File: src/sfch_defines.vh
// constants for the serial command frame handler: frame layout, address map,
// interrupt status bit positions and reset values.
// assumes a 32-bit frame, msb first, and a 24-bit register width.
`ifndef SFCH_DEFINES_VH
`define SFCH_DEFINES_VH

// ------------------------------------------------------------------
// frame layout
// ------------------------------------------------------------------
`define SFCH_FRAME_BITS 6'd32
`define SFCH_CNT_MAX 6'd33
`define SFCH_HDR_BITS 6'd7
`define SFCH_RW_POS 31
`define SFCH_ADDR_MSB 30
`define SFCH_ADDR_LSB 25
`define SFCH_DATA_MSB 24
`define SFCH_DATA_LSB 1
`define SFCH_PAR_POS 0

// ------------------------------------------------------------------
// address map
// ------------------------------------------------------------------
`define SFCH_ADDR_ID 6'h01
`define SFCH_ADDR_INT_STAT 6'h04
`define SFCH_ADDR_SW_STAT 6'h05
`define SFCH_ADDR_CFG_BASE 6'h1a
`define SFCH_CFG_COUNT 8
`define SFCH_ADDR_CFG_LAST 6'h21
`define SFCH_ADDR_TEST_BASE 6'h30
`define SFCH_ADDR_TEST_LAST 6'h33

// ------------------------------------------------------------------
// interrupt status bit positions
// ------------------------------------------------------------------
`define SFCH_IS_POR 0
`define SFCH_IS_SPI_FAIL 1
`define SFCH_IS_PARITY_ERROR_FLAG 2
`define SFCH_IS_SSC 3
`define SFCH_IS_TW 4
`define SFCH_IS_TSD 5
`define SFCH_IS_OTHER 6

// ------------------------------------------------------------------
// reset values
// ------------------------------------------------------------------
`define SFCH_INT_STAT_RST 24'h000001
`define SFCH_CFG_RST 24'h000000
`define SFCH_TEST_RST 24'h5a5a00
`define SFCH_ID_VALUE 24'h00a001 // arbitrary identity value

`endif

File: src/sfch_spi_frame_handler.v
// serial command frame handler: decodes 32-bit frames into register reads
// and writes, checks length and parity, and returns status flags and data.
// assumes cs_n, sclk and si come from pins outside the sys_clk domain and
// that sclk is much slower than sys_clk; event inputs are sys_clk logic.
`timescale 1ns/1ps
`default_nettype none
`include "sfch_defines.vh"

// Summary of operation
// - msb low in frame means read
// - msb high in frame means write
// - six address bits follow the command bit
// - read ignores frame bits 24 to 1
// - write carries new data in bits 24..1
// - bit 0 carries parity both directions
// - read returns flags, register data, then parity
// - test register reads return their content
// - read of unmapped address returns zeros
// - write to non-writable address changes nothing
// - old content captured after bit 25, shifted out
// - valid write updates register at frame end
// - invalid write discards data, keeps content
// - test register write ignored, content returned
// - write to unmapped address returns zeros
// - every frame outputs flags mirrored from status
// - status read clears register at cs rise
// - reset sets the reset-event flag
// - non-32-bit frame sets frame error, interrupt low
// - no clock edges means no frame error
// - sample si on fall, drive so on rise
// - cs fall enables so, snapshots status
// - even input parity sets parity error flag
// - interrupt released at cs rise after status read
module sfch_spi_frame_handler (
    input wire sys_clk,
    input wire rst_n,
    input wire clk_en,
    input wire cs_n_pin,
    input wire sclk_pin,
    input wire si_pin,
    output reg so_out,
    output reg so_oe,
    output reg int_n,
    input wire soft_reset,
    input wire ev_switch_change,
    input wire ev_temp_warn,
    input wire ev_temp_shutdown,
    input wire ev_other,
    input wire [23:0] switch_status,
    output wire [`SFCH_CFG_COUNT*24-1:0] cfg_flat,
    output reg [23:0] int_stat
);

    // ------------------------------------------------------------------
    // declarations
    // ------------------------------------------------------------------
    reg [2:0] cs_sync;              // cs_n sync pair plus edge history
    reg [2:0] sclk_sync;            // sclk sync pair plus edge history
    reg [1:0] si_sync;              // si sync pair
    reg [31:0] rx_word;             // incoming frame shift register
    reg [31:0] tx_word;             // outgoing frame image
    reg [5:0] rx_cnt;               // falling edges seen, saturating
    reg [5:0] tx_cnt;               // rising edges seen, saturating
    reg [6:0] flag_snap;            // status flags caught at cs fall
    reg [23:0] cfg_mem [0:`SFCH_CFG_COUNT-1]; // writable configuration
    reg [23:0] next_int_stat;       // status after this cycle's events
    reg [23:0] old_data;            // addressed content, for the reply
    reg [1:0] old_kind;             // addressed register kind
    integer i;

    wire cs_low = ~cs_sync[1];                       // selected, synced
    wire cs_fall = cs_sync[2] & ~cs_sync[1];         // selection starts
    wire cs_rise = ~cs_sync[2] & cs_sync[1];         // selection ends
    wire sclk_fall = cs_low & sclk_sync[2] & ~sclk_sync[1];
    wire sclk_rise = cs_low & ~sclk_sync[2] & sclk_sync[1];
    // address as it completes: six bits in plus the seventh arriving now
    wire [5:0] rx_addr = {rx_word[4:0], si_sync[1]};
    // status flags in output order, from the live status register
    wire [6:0] flag_now = {int_stat[`SFCH_IS_POR], int_stat[`SFCH_IS_SPI_FAIL],
        int_stat[`SFCH_IS_PARITY_ERROR_FLAG], int_stat[`SFCH_IS_SSC], 1'b0,
        int_stat[`SFCH_IS_TW] | int_stat[`SFCH_IS_TSD], int_stat[`SFCH_IS_OTHER]};
    wire [5:0] fr_addr = rx_word[`SFCH_ADDR_MSB:`SFCH_ADDR_LSB];
    wire fr_write = rx_word[`SFCH_RW_POS];
    wire [1:0] fr_kind = reg_kind(fr_addr);

    // register kinds
    localparam [1:0] KIND_NONE = 2'd0;   // nothing mapped
    localparam [1:0] KIND_RO = 2'd1;     // read-only functional
    localparam [1:0] KIND_CFG = 2'd2;    // writable configuration
    localparam [1:0] KIND_TEST = 2'd3;   // test mode, never written

    // ------------------------------------------------------------------
    // functions
    // ------------------------------------------------------------------
    // classify an address
    function [1:0] reg_kind;
        input [5:0] addr;
        begin
            if (addr == `SFCH_ADDR_ID || addr == `SFCH_ADDR_INT_STAT ||
                addr == `SFCH_ADDR_SW_STAT) begin
                reg_kind = KIND_RO;
            end else if (addr >= `SFCH_ADDR_CFG_BASE && addr <= `SFCH_ADDR_CFG_LAST) begin
                reg_kind = KIND_CFG;
            end else if (addr >= `SFCH_ADDR_TEST_BASE && addr <= `SFCH_ADDR_TEST_LAST) begin
                reg_kind = KIND_TEST;
            end else begin
                reg_kind = KIND_NONE;
            end
        end
    endfunction

    // index into the configuration array
    function [2:0] cfg_index;
        input [5:0] addr;
        reg [5:0] diff;
        begin
            diff = addr - `SFCH_ADDR_CFG_BASE;
            cfg_index = diff[2:0];
        end
    endfunction

    // odd parity bit that makes the word's count of ones odd
    function odd_par;
        input [30:0] bits;
        begin
            odd_par = ~(^bits);
        end
    endfunction

    // ------------------------------------------------------------------
    // addressed content lookup
    // ------------------------------------------------------------------
    // test registers give their fixed content like any other read
    always @* begin
        old_kind = reg_kind(rx_addr);
        case (old_kind)
            KIND_RO: begin
                if (rx_addr == `SFCH_ADDR_ID) begin
                    old_data = `SFCH_ID_VALUE;     // arbitrary identity value
                end else if (rx_addr == `SFCH_ADDR_INT_STAT) begin
                    old_data = int_stat;
                end else begin
                    old_data = switch_status;
                end
            end
            KIND_CFG: old_data = cfg_mem[cfg_index(rx_addr)];
            KIND_TEST: old_data = `SFCH_TEST_RST;
            default: old_data = 24'h000000;
        endcase
    end

    // ------------------------------------------------------------------
    // pin synchronisers
    // ------------------------------------------------------------------
    // two flops per pin; the third cs and sclk stage only feeds edge finding
    always @(posedge sys_clk or negedge rst_n) begin
        if (!rst_n) begin
            cs_sync <= 3'h7;
            sclk_sync <= 3'h0;
            si_sync <= 2'h0;
        end else if (clk_en) begin
            cs_sync <= {cs_sync[1:0], cs_n_pin};
            sclk_sync <= {sclk_sync[1:0], sclk_pin};
            si_sync <= {si_sync[0], si_pin};
        end
    end

    // ------------------------------------------------------------------
    // receive path
    // ------------------------------------------------------------------
    // si shifts in msb first on each falling sclk edge
    always @(posedge sys_clk or negedge rst_n) begin
        if (!rst_n) begin
            rx_word <= 32'h00000000;
            rx_cnt <= 6'h00;
        end else if (clk_en) begin
            if (cs_fall) begin
                rx_cnt <= 6'h00;
            end else if (sclk_fall) begin
                rx_word <= {rx_word[30:0], si_sync[1]};
                if (rx_cnt != `SFCH_CNT_MAX) begin
                    rx_cnt <= rx_cnt + 6'h01;
                end
            end
        end
    end

    // ------------------------------------------------------------------
    // transmit path
    // ------------------------------------------------------------------
    // flags go out first, data is patched in once the address is known
    always @(posedge sys_clk or negedge rst_n) begin
        if (!rst_n) begin
            tx_word <= 32'h00000000;
            tx_cnt <= 6'h00;
            flag_snap <= 7'h00;
            so_out <= 1'b0;
            so_oe <= 1'b0;
        end else if (clk_en) begin
            so_oe <= cs_low;
            if (cs_fall) begin
                // status is snapshotted and mirrored into the flag field
                flag_snap <= flag_now;
                tx_word <= {flag_now, 25'h0000000};
                tx_cnt <= 6'h00;
                so_out <= 1'b1;                                   // idle high
            end else if (sclk_fall && rx_cnt == `SFCH_HDR_BITS - 6'h01) begin
                // seventh bit just arrived: address decoded, old content caught
                if (old_kind == KIND_NONE) begin
                    tx_word[24:0] <= 25'h0000000;
                end else begin
                    tx_word[`SFCH_DATA_MSB:`SFCH_DATA_LSB] <= old_data;
                    tx_word[`SFCH_PAR_POS] <= odd_par({flag_snap, old_data});
                end
            end else if (sclk_rise) begin
                // next bit on each rising edge, zeros past the frame
                if (tx_cnt < `SFCH_FRAME_BITS) begin
                    so_out <= tx_word[5'd31 - tx_cnt[4:0]];
                    tx_cnt <= tx_cnt + 6'h01;
                end else begin
                    so_out <= 1'b0;
                end
            end
        end
    end

    // ------------------------------------------------------------------
    // interrupt status next value
    // ------------------------------------------------------------------
    // frame end checks, clear on status read; new events win over the clear
    always @* begin
        next_int_stat = int_stat;
        if (cs_rise && rx_cnt != 6'h00) begin
            if (rx_cnt != `SFCH_FRAME_BITS) begin
                next_int_stat[`SFCH_IS_SPI_FAIL] = 1'b1;
            end else if (!(^rx_word)) begin
                next_int_stat[`SFCH_IS_PARITY_ERROR_FLAG] = 1'b1;
            end else if (!fr_write && fr_addr == `SFCH_ADDR_INT_STAT) begin
                next_int_stat = 24'h000000;
            end
        end
        if (soft_reset) begin
            next_int_stat[`SFCH_IS_POR] = 1'b1;
        end
        if (ev_switch_change) begin
            next_int_stat[`SFCH_IS_SSC] = 1'b1;
        end
        if (ev_temp_warn) begin
            next_int_stat[`SFCH_IS_TW] = 1'b1;
        end
        if (ev_temp_shutdown) begin
            next_int_stat[`SFCH_IS_TSD] = 1'b1;
        end
        if (ev_other) begin
            next_int_stat[`SFCH_IS_OTHER] = 1'b1;
        end
    end

    // ------------------------------------------------------------------
    // interrupt status and interrupt pin
    // ------------------------------------------------------------------
    // the pin is low while any status bit stands, so a status read releases it
    always @(posedge sys_clk or negedge rst_n) begin
        if (!rst_n) begin
            int_stat <= `SFCH_INT_STAT_RST;
            int_n <= 1'b0;
        end else if (clk_en) begin
            int_stat <= next_int_stat;
            int_n <= ~(|next_int_stat);
        end
    end

    // ------------------------------------------------------------------
    // configuration registers
    // ------------------------------------------------------------------
    // written only at cs rise by a whole, parity-clean write to a cfg address, or cleared by soft_reset
    always @(posedge sys_clk or negedge rst_n) begin
        if (!rst_n) begin
            for (i = 0; i < `SFCH_CFG_COUNT; i = i + 1) begin
                cfg_mem[i] <= `SFCH_CFG_RST;
            end
        end else if (clk_en) begin
            if (soft_reset) begin
                for (i = 0; i < `SFCH_CFG_COUNT; i = i + 1) begin
                    cfg_mem[i] <= `SFCH_CFG_RST;
                end
            end else if (cs_rise && rx_cnt == `SFCH_FRAME_BITS && (^rx_word) &&
                fr_write && fr_kind == KIND_CFG) begin
                cfg_mem[cfg_index(fr_addr)] <=
                    rx_word[`SFCH_DATA_MSB:`SFCH_DATA_LSB];
            end
        end
    end

    // ------------------------------------------------------------------
    // configuration outputs
    // ------------------------------------------------------------------
    // register i sits at bits 24*i+23 .. 24*i; read frames never touch them
    genvar g;
    generate
        for (g = 0; g < `SFCH_CFG_COUNT; g = g + 1) begin : cfg_out
            assign cfg_flat[g*24 +: 24] = cfg_mem[g];
        end
    endgenerate

endmodule // sfch_spi_frame_handler
`default_nettype wire

File: config.mk
export PLATFORM = sky130hd
export DESIGN_NAME = sfch_spi_frame_handler
export DESIGN_NICKNAME = d
export VERILOG_FILES = /design/src/sfch_spi_frame_handler.v
export VERILOG_INCLUDE_DIRS = /design/src /design/src/src
export SDC_FILE = /design/constraint.sdc
export NUM_CORES = 1
export LEC_CHECK = 0
export BUFFER_PORTS_ARGS = -buffer_cell sky130_fd_sc_hd__buf_2
export CORE_ASPECT_RATIO = 1.4
export CORE_MARGIN = 5
export CORE_UTILIZATION = 50
export DETAILED_ROUTE_END_ITERATION = 16
export GPL_TIMING_DRIVEN = 0
export PLACE_DENSITY_LB_ADDON = 0.3
export SLEW_MARGIN = 20
export SYNTH_ARGS = -nofsm -noshare
export SYNTH_HDL_FRONTEND = slang
export SYNTH_SLANG_ARGS = --single-unit
File: constraint.sdc
create_clock -name sys_clk -period 5.5 [get_ports sys_clk]
set_input_delay 1.65 -clock sys_clk [delete_from_list [all_inputs] [get_ports sys_clk]]
set_output_delay 1.65 -clock sys_clk [all_outputs]
set_load 0.05 [all_outputs]
==> impl_metrics.yaml <==
sta:
  min_period_over_period: 0.999
  final.setup.tns_ns: 0
  rsz0062_at_grt: "false"
  relSlewSlack: 0.253
  slew_violations: 0
  worstMarginPinSlew_ns: 1.12
  timing.final.hold_violations: 0
  setup_violations: 0
  worst_hold_slack_ns: 0.475
  fmax_ghz: 0.182
  clock_skew_ns: 0.0146
  setup_ws_ns: 0.00743
  min_period_ns: 5.49
setup_path:
  cp_num_buf_inv: 5
  cp_max_fo: 10
  critPathLaunchType: "flop"
  cp_slowest_cell: "buf_1"
  critical_path.top_delay_family: "buffers and inverters"
  r2r-start: "rx_word[0]$_DFFE_PN0P_"
  criticalPathCategory: "flop to flop"
  ff2ff_path_depth: 15
  cpMostUsedCell: "xnor2_1"
  cp-startpoint: "rx_word[0]$_DFFE_PN0P_"
  required_ns: 5.96
  endpoint_kind: "flop"
  worstPathArrival_ns: 5.95
  crit_chain: "buf_2, clkinv_1, clkbuf_1, ha_1, buf_2, buf_1, mux4_2, mux2i_1, o22ai_1, xnor2_1, xnor2_1, xnor2_1, xnor3_1, xnor2_1, o21ai_1"
  reg2reg_setup_slack_ns: 0.007
  cpPeakStageDelay_ns: 0.72
  r2r_end: "tx_word[0]$_DFFE_PN0P_"
route:
  wl_met1_um: 18100
  ant_nets: 0
  totalWireLength_um: 48000
  viasPerCell: 6.22
  drt_pass1_iterations: 5
  wl_per_cell_um: 26.8
  topRoutingLayerUsed: "met4"
  met3_length_um: 4100
  drt_iter0_markers: 901
  num_vias: 11148
  drc_errors: 0
  wl_met2_um: 23800
clocking:
  cts_sinks: 302
  cts_tree: "built"
  clock-root-buffer: "clkbuf_16"
  clockBufferDepth: 3
  clkLatencyLatePin_ns: 0.57
  cts_buffers: 29
  cts_max_level: 1
  clk_pin_slew_ns: 0.07
synthesis:
  synth-adder-area-share: 0.00963
  yosysWarnings: 0
  synth_nets: 1155
  synth_edf_count: 0
  synth_top_family_by_area: "compound AO/OA/AOI/OAI gates"
  ys_seq_elements: 302
  synth_xor_area_frac: 0.0394
  yosysSeqAreaShare: 0.529
  async_reset_ff_frac: 1.00
  syn_avg_cell_area_um2: 12.9
  synthSimpleGateAreaFrac: 0.0617
  synth_cell_types: 55
  ys.flop_type: "dfrtp_1"
  synth_area_um2: 14300
  synth_compound_area_frac: 0.169
  syn_inst: 1109
  yosys-mux-area-fraction: 0.147
cells_and_area:
  fin_nets: 1441
  area_growth_pct: 19.8
  drive_gt1_frac: 0.334
  antenna_cells: 0
  postLayoutCellArea_um2: 17100
  fill_cells: 2296
placed_design:
  place.gp.congestion: 0.933
  placed_cell_area_um2: 16100
  dpl.hpwl_um: 35300
  port_buffers: 252
  pre_cts_ws_ns: 0.0978
floorplan:
  dieArea_um2: 32100
  die_h_um: 210
  pin_count: 254
  die_w_um: 153
  initial_core_util: 0.505
  core-area_um2: 28300
  rows: 73
run_status:
  status: "finished, final reports clean"
pwr:
  power_frac_seq: 0.360
  comb_power_share: 0.334
  p_per_area_nw_per_um2: 398
  switchingPower_w: 0.00238
  swShare: 0.350
  p_clk_frac: 0.306
  internal_power_w: 0.00442
  peakVddDrop_v: 0.000313
  leakage_nw: 8.65
hold_path:
  whs_path_depth: 2
  hp-class: "flop to flop"
  min_from: "tx_word[21]$_DFFE_PN0P_"
  min_to: "tx_word[21]$_DFFE_PN0P_"
global_route:
  grt_usage: 0.293
  grt_pass1_vias: 11274
  antenna_found_initial: 0
  grt_pass1_wl_um: 72400
  grt_overflow: 0
  grt_max_degree: 98
flow_run:
  maxCapViolCount: 0
through the flow:
step,utilization,power (W),instances
floorplan,-,0.00403,1109
global placement,0.566,0.00468,1736
detailed placement,0.569,0.00472,1739
CTS,0.604,0.00679,1793
global route,0.604,0.00702,1793
finish,0.604,0.00680,1793
tightest hold or removal path, cell delays in order, from the launching register on:
cell	delay, ns
dfrtp_1	0.34
nand2_1	0.05
nand2_1	0.05
Yosys cell counts (all sizes together) (10+ instances only):
| library cell | n | share of area |
|---|---|---|
| dfrtp | 298 | 0.52 |
| a22o | 213 | 0.13 |
| buf | 62 | 0.028 |
| nand2 | 57 | 0.015 |
| nor2 | 53 | 0.014 |
| mux4 | 52 | 0.082 |
| clkbuf | 49 | 0.013 |
| mux2 | 44 | 0.035 |
| mux2i | 43 | 0.030 |
| xnor2 | 42 | 0.026 |
| o21ai | 29 | 0.010 |
| and2 | 28 | 0.012 |
| o22ai | 17 | 0.0074 |
| inv | 12 | 0.0032 |
| xor2 | 12 | 0.0074 |
| ha | 11 | 0.0096 |
| a21o | 10 | 0.0053 |
state kept, by name (all words and copies together) (netlist names), 3 cells and up:
signal	cells
cs_sync	3
tx_word	25
cfg_flat	192
sclk_sync	3
flag_snap	6
rx_word	32
int_stat	24
rx_cnt	6
tx_cnt	6
final cells by class:
| type | instances | area [µm²] | area share |
|---|---|---|---|
| flip-flops and latches | 302 | 7560 | 0.442 |
| multi-input cells | 683 | 6100 | 0.356 |
| repair buffers | 255 | 1350 | 0.0791 |
| clock buffers | 43 | 878 | 0.0513 |
| plain buffers | 111 | 583 | 0.0341 |
| well taps | 375 | 469 | 0.0274 |
| clock inverters | 11 | 116 | 0.00680 |
| inverters | 13 | 48.8 | 0.00285 |
kinds of logic (layout without fill, tap and decap cells):
family / count (synthesis) / after routing
DFF: 302 / 302
AOI/OAI and AO/OA: 293 / 293
and+or+nand+nor: 182 / 182
muxes: 139 / 139
buffers and inverters: 124 / 433
xor gates and xnor gates: 58 / 58
adders and majority gates: 11 / 11
power groups by stage:
stage                     Sequential (W)  Combinational (W)  Clock, W
after floorplan                  0.00246            0.00157         0
after global placement           0.00247            0.00220         0
after detailed placement         0.00248            0.00224         0
after CTS                        0.00244            0.00225   0.00210
after global routing             0.00246            0.00238   0.00218
final                            0.00245            0.00228   0.00208
layer usage:
layer  vias to the layer above  GRT usage
li1                       4704          -
met1                      5725      0.375
met2                       616      0.493
met3                       103     0.0610
met4                         0      0.117
met5                         -          0
worst max-delay path by stage:
| stage | to | cells after the start |
|---|---|---|
| after global placement | cfg_flat[14]$_DFFE_PN0P_ | 1 |
| after floorplan | rx_word[20]$_DFFE_PN0P_ | 8 |
| after detailed placement | tx_word[0]$_DFFE_PN0P_ | 15 |
| after global routing | tx_word[0]$_DFFE_PN0P_ | 15 |
| after CTS | tx_word[0]$_DFFE_PN0P_ | 15 |
| final | tx_word[0]$_DFFE_PN0P_ | 15 |
cell usage in the layout (no fill, tap or decap), types with 3 or more instances in the layout:
| cell | n |
|---|---|
| nor4_1 | 6 |
| o22ai_1 | 17 |
| mux4_2 | 52 |
| ha_1 | 11 |
| clkbuf_8 | 10 |
| nor3_1 | 8 |
| xnor2_1 | 42 |
| mux2_2 | 44 |
| buf_6 | 5 |
| and2_1 | 27 |
| clkbuf_16 | 29 |
| clkbuf_1 | 52 |
| a22o_1 | 213 |
| nand3b_1 | 3 |
| nor2_1 | 52 |
| inv_1 | 12 |
| buf_1 | 5 |
| a21o_1 | 10 |
| dfstp_2 | 4 |
| dfrtp_1 | 298 |
| o21ai_1 | 3 |
| o21ai_0 | 26 |
| buf_4 | 25 |
| a21oi_1 | 7 |
| clkinv_2 | 6 |
| buf_2 | 279 |
| mux2i_1 | 43 |
| xnor3_1 | 4 |
| nand2_1 | 57 |
| buf_16 | 3 |
| nand3_1 | 9 |
| nand2b_1 | 3 |
| xor2_1 | 12 |
what timing repair did:
| action | in CTS | in global routing |
|---|---|---|
| setup endpoints to repair | 0 | 1 |
| hold buffers | 0 | 0 |
| setup buffers | 0 | 0 |
| gates resized for setup | 0 | 1 |
Note: power is estimated with default switching activity, not from simulation.
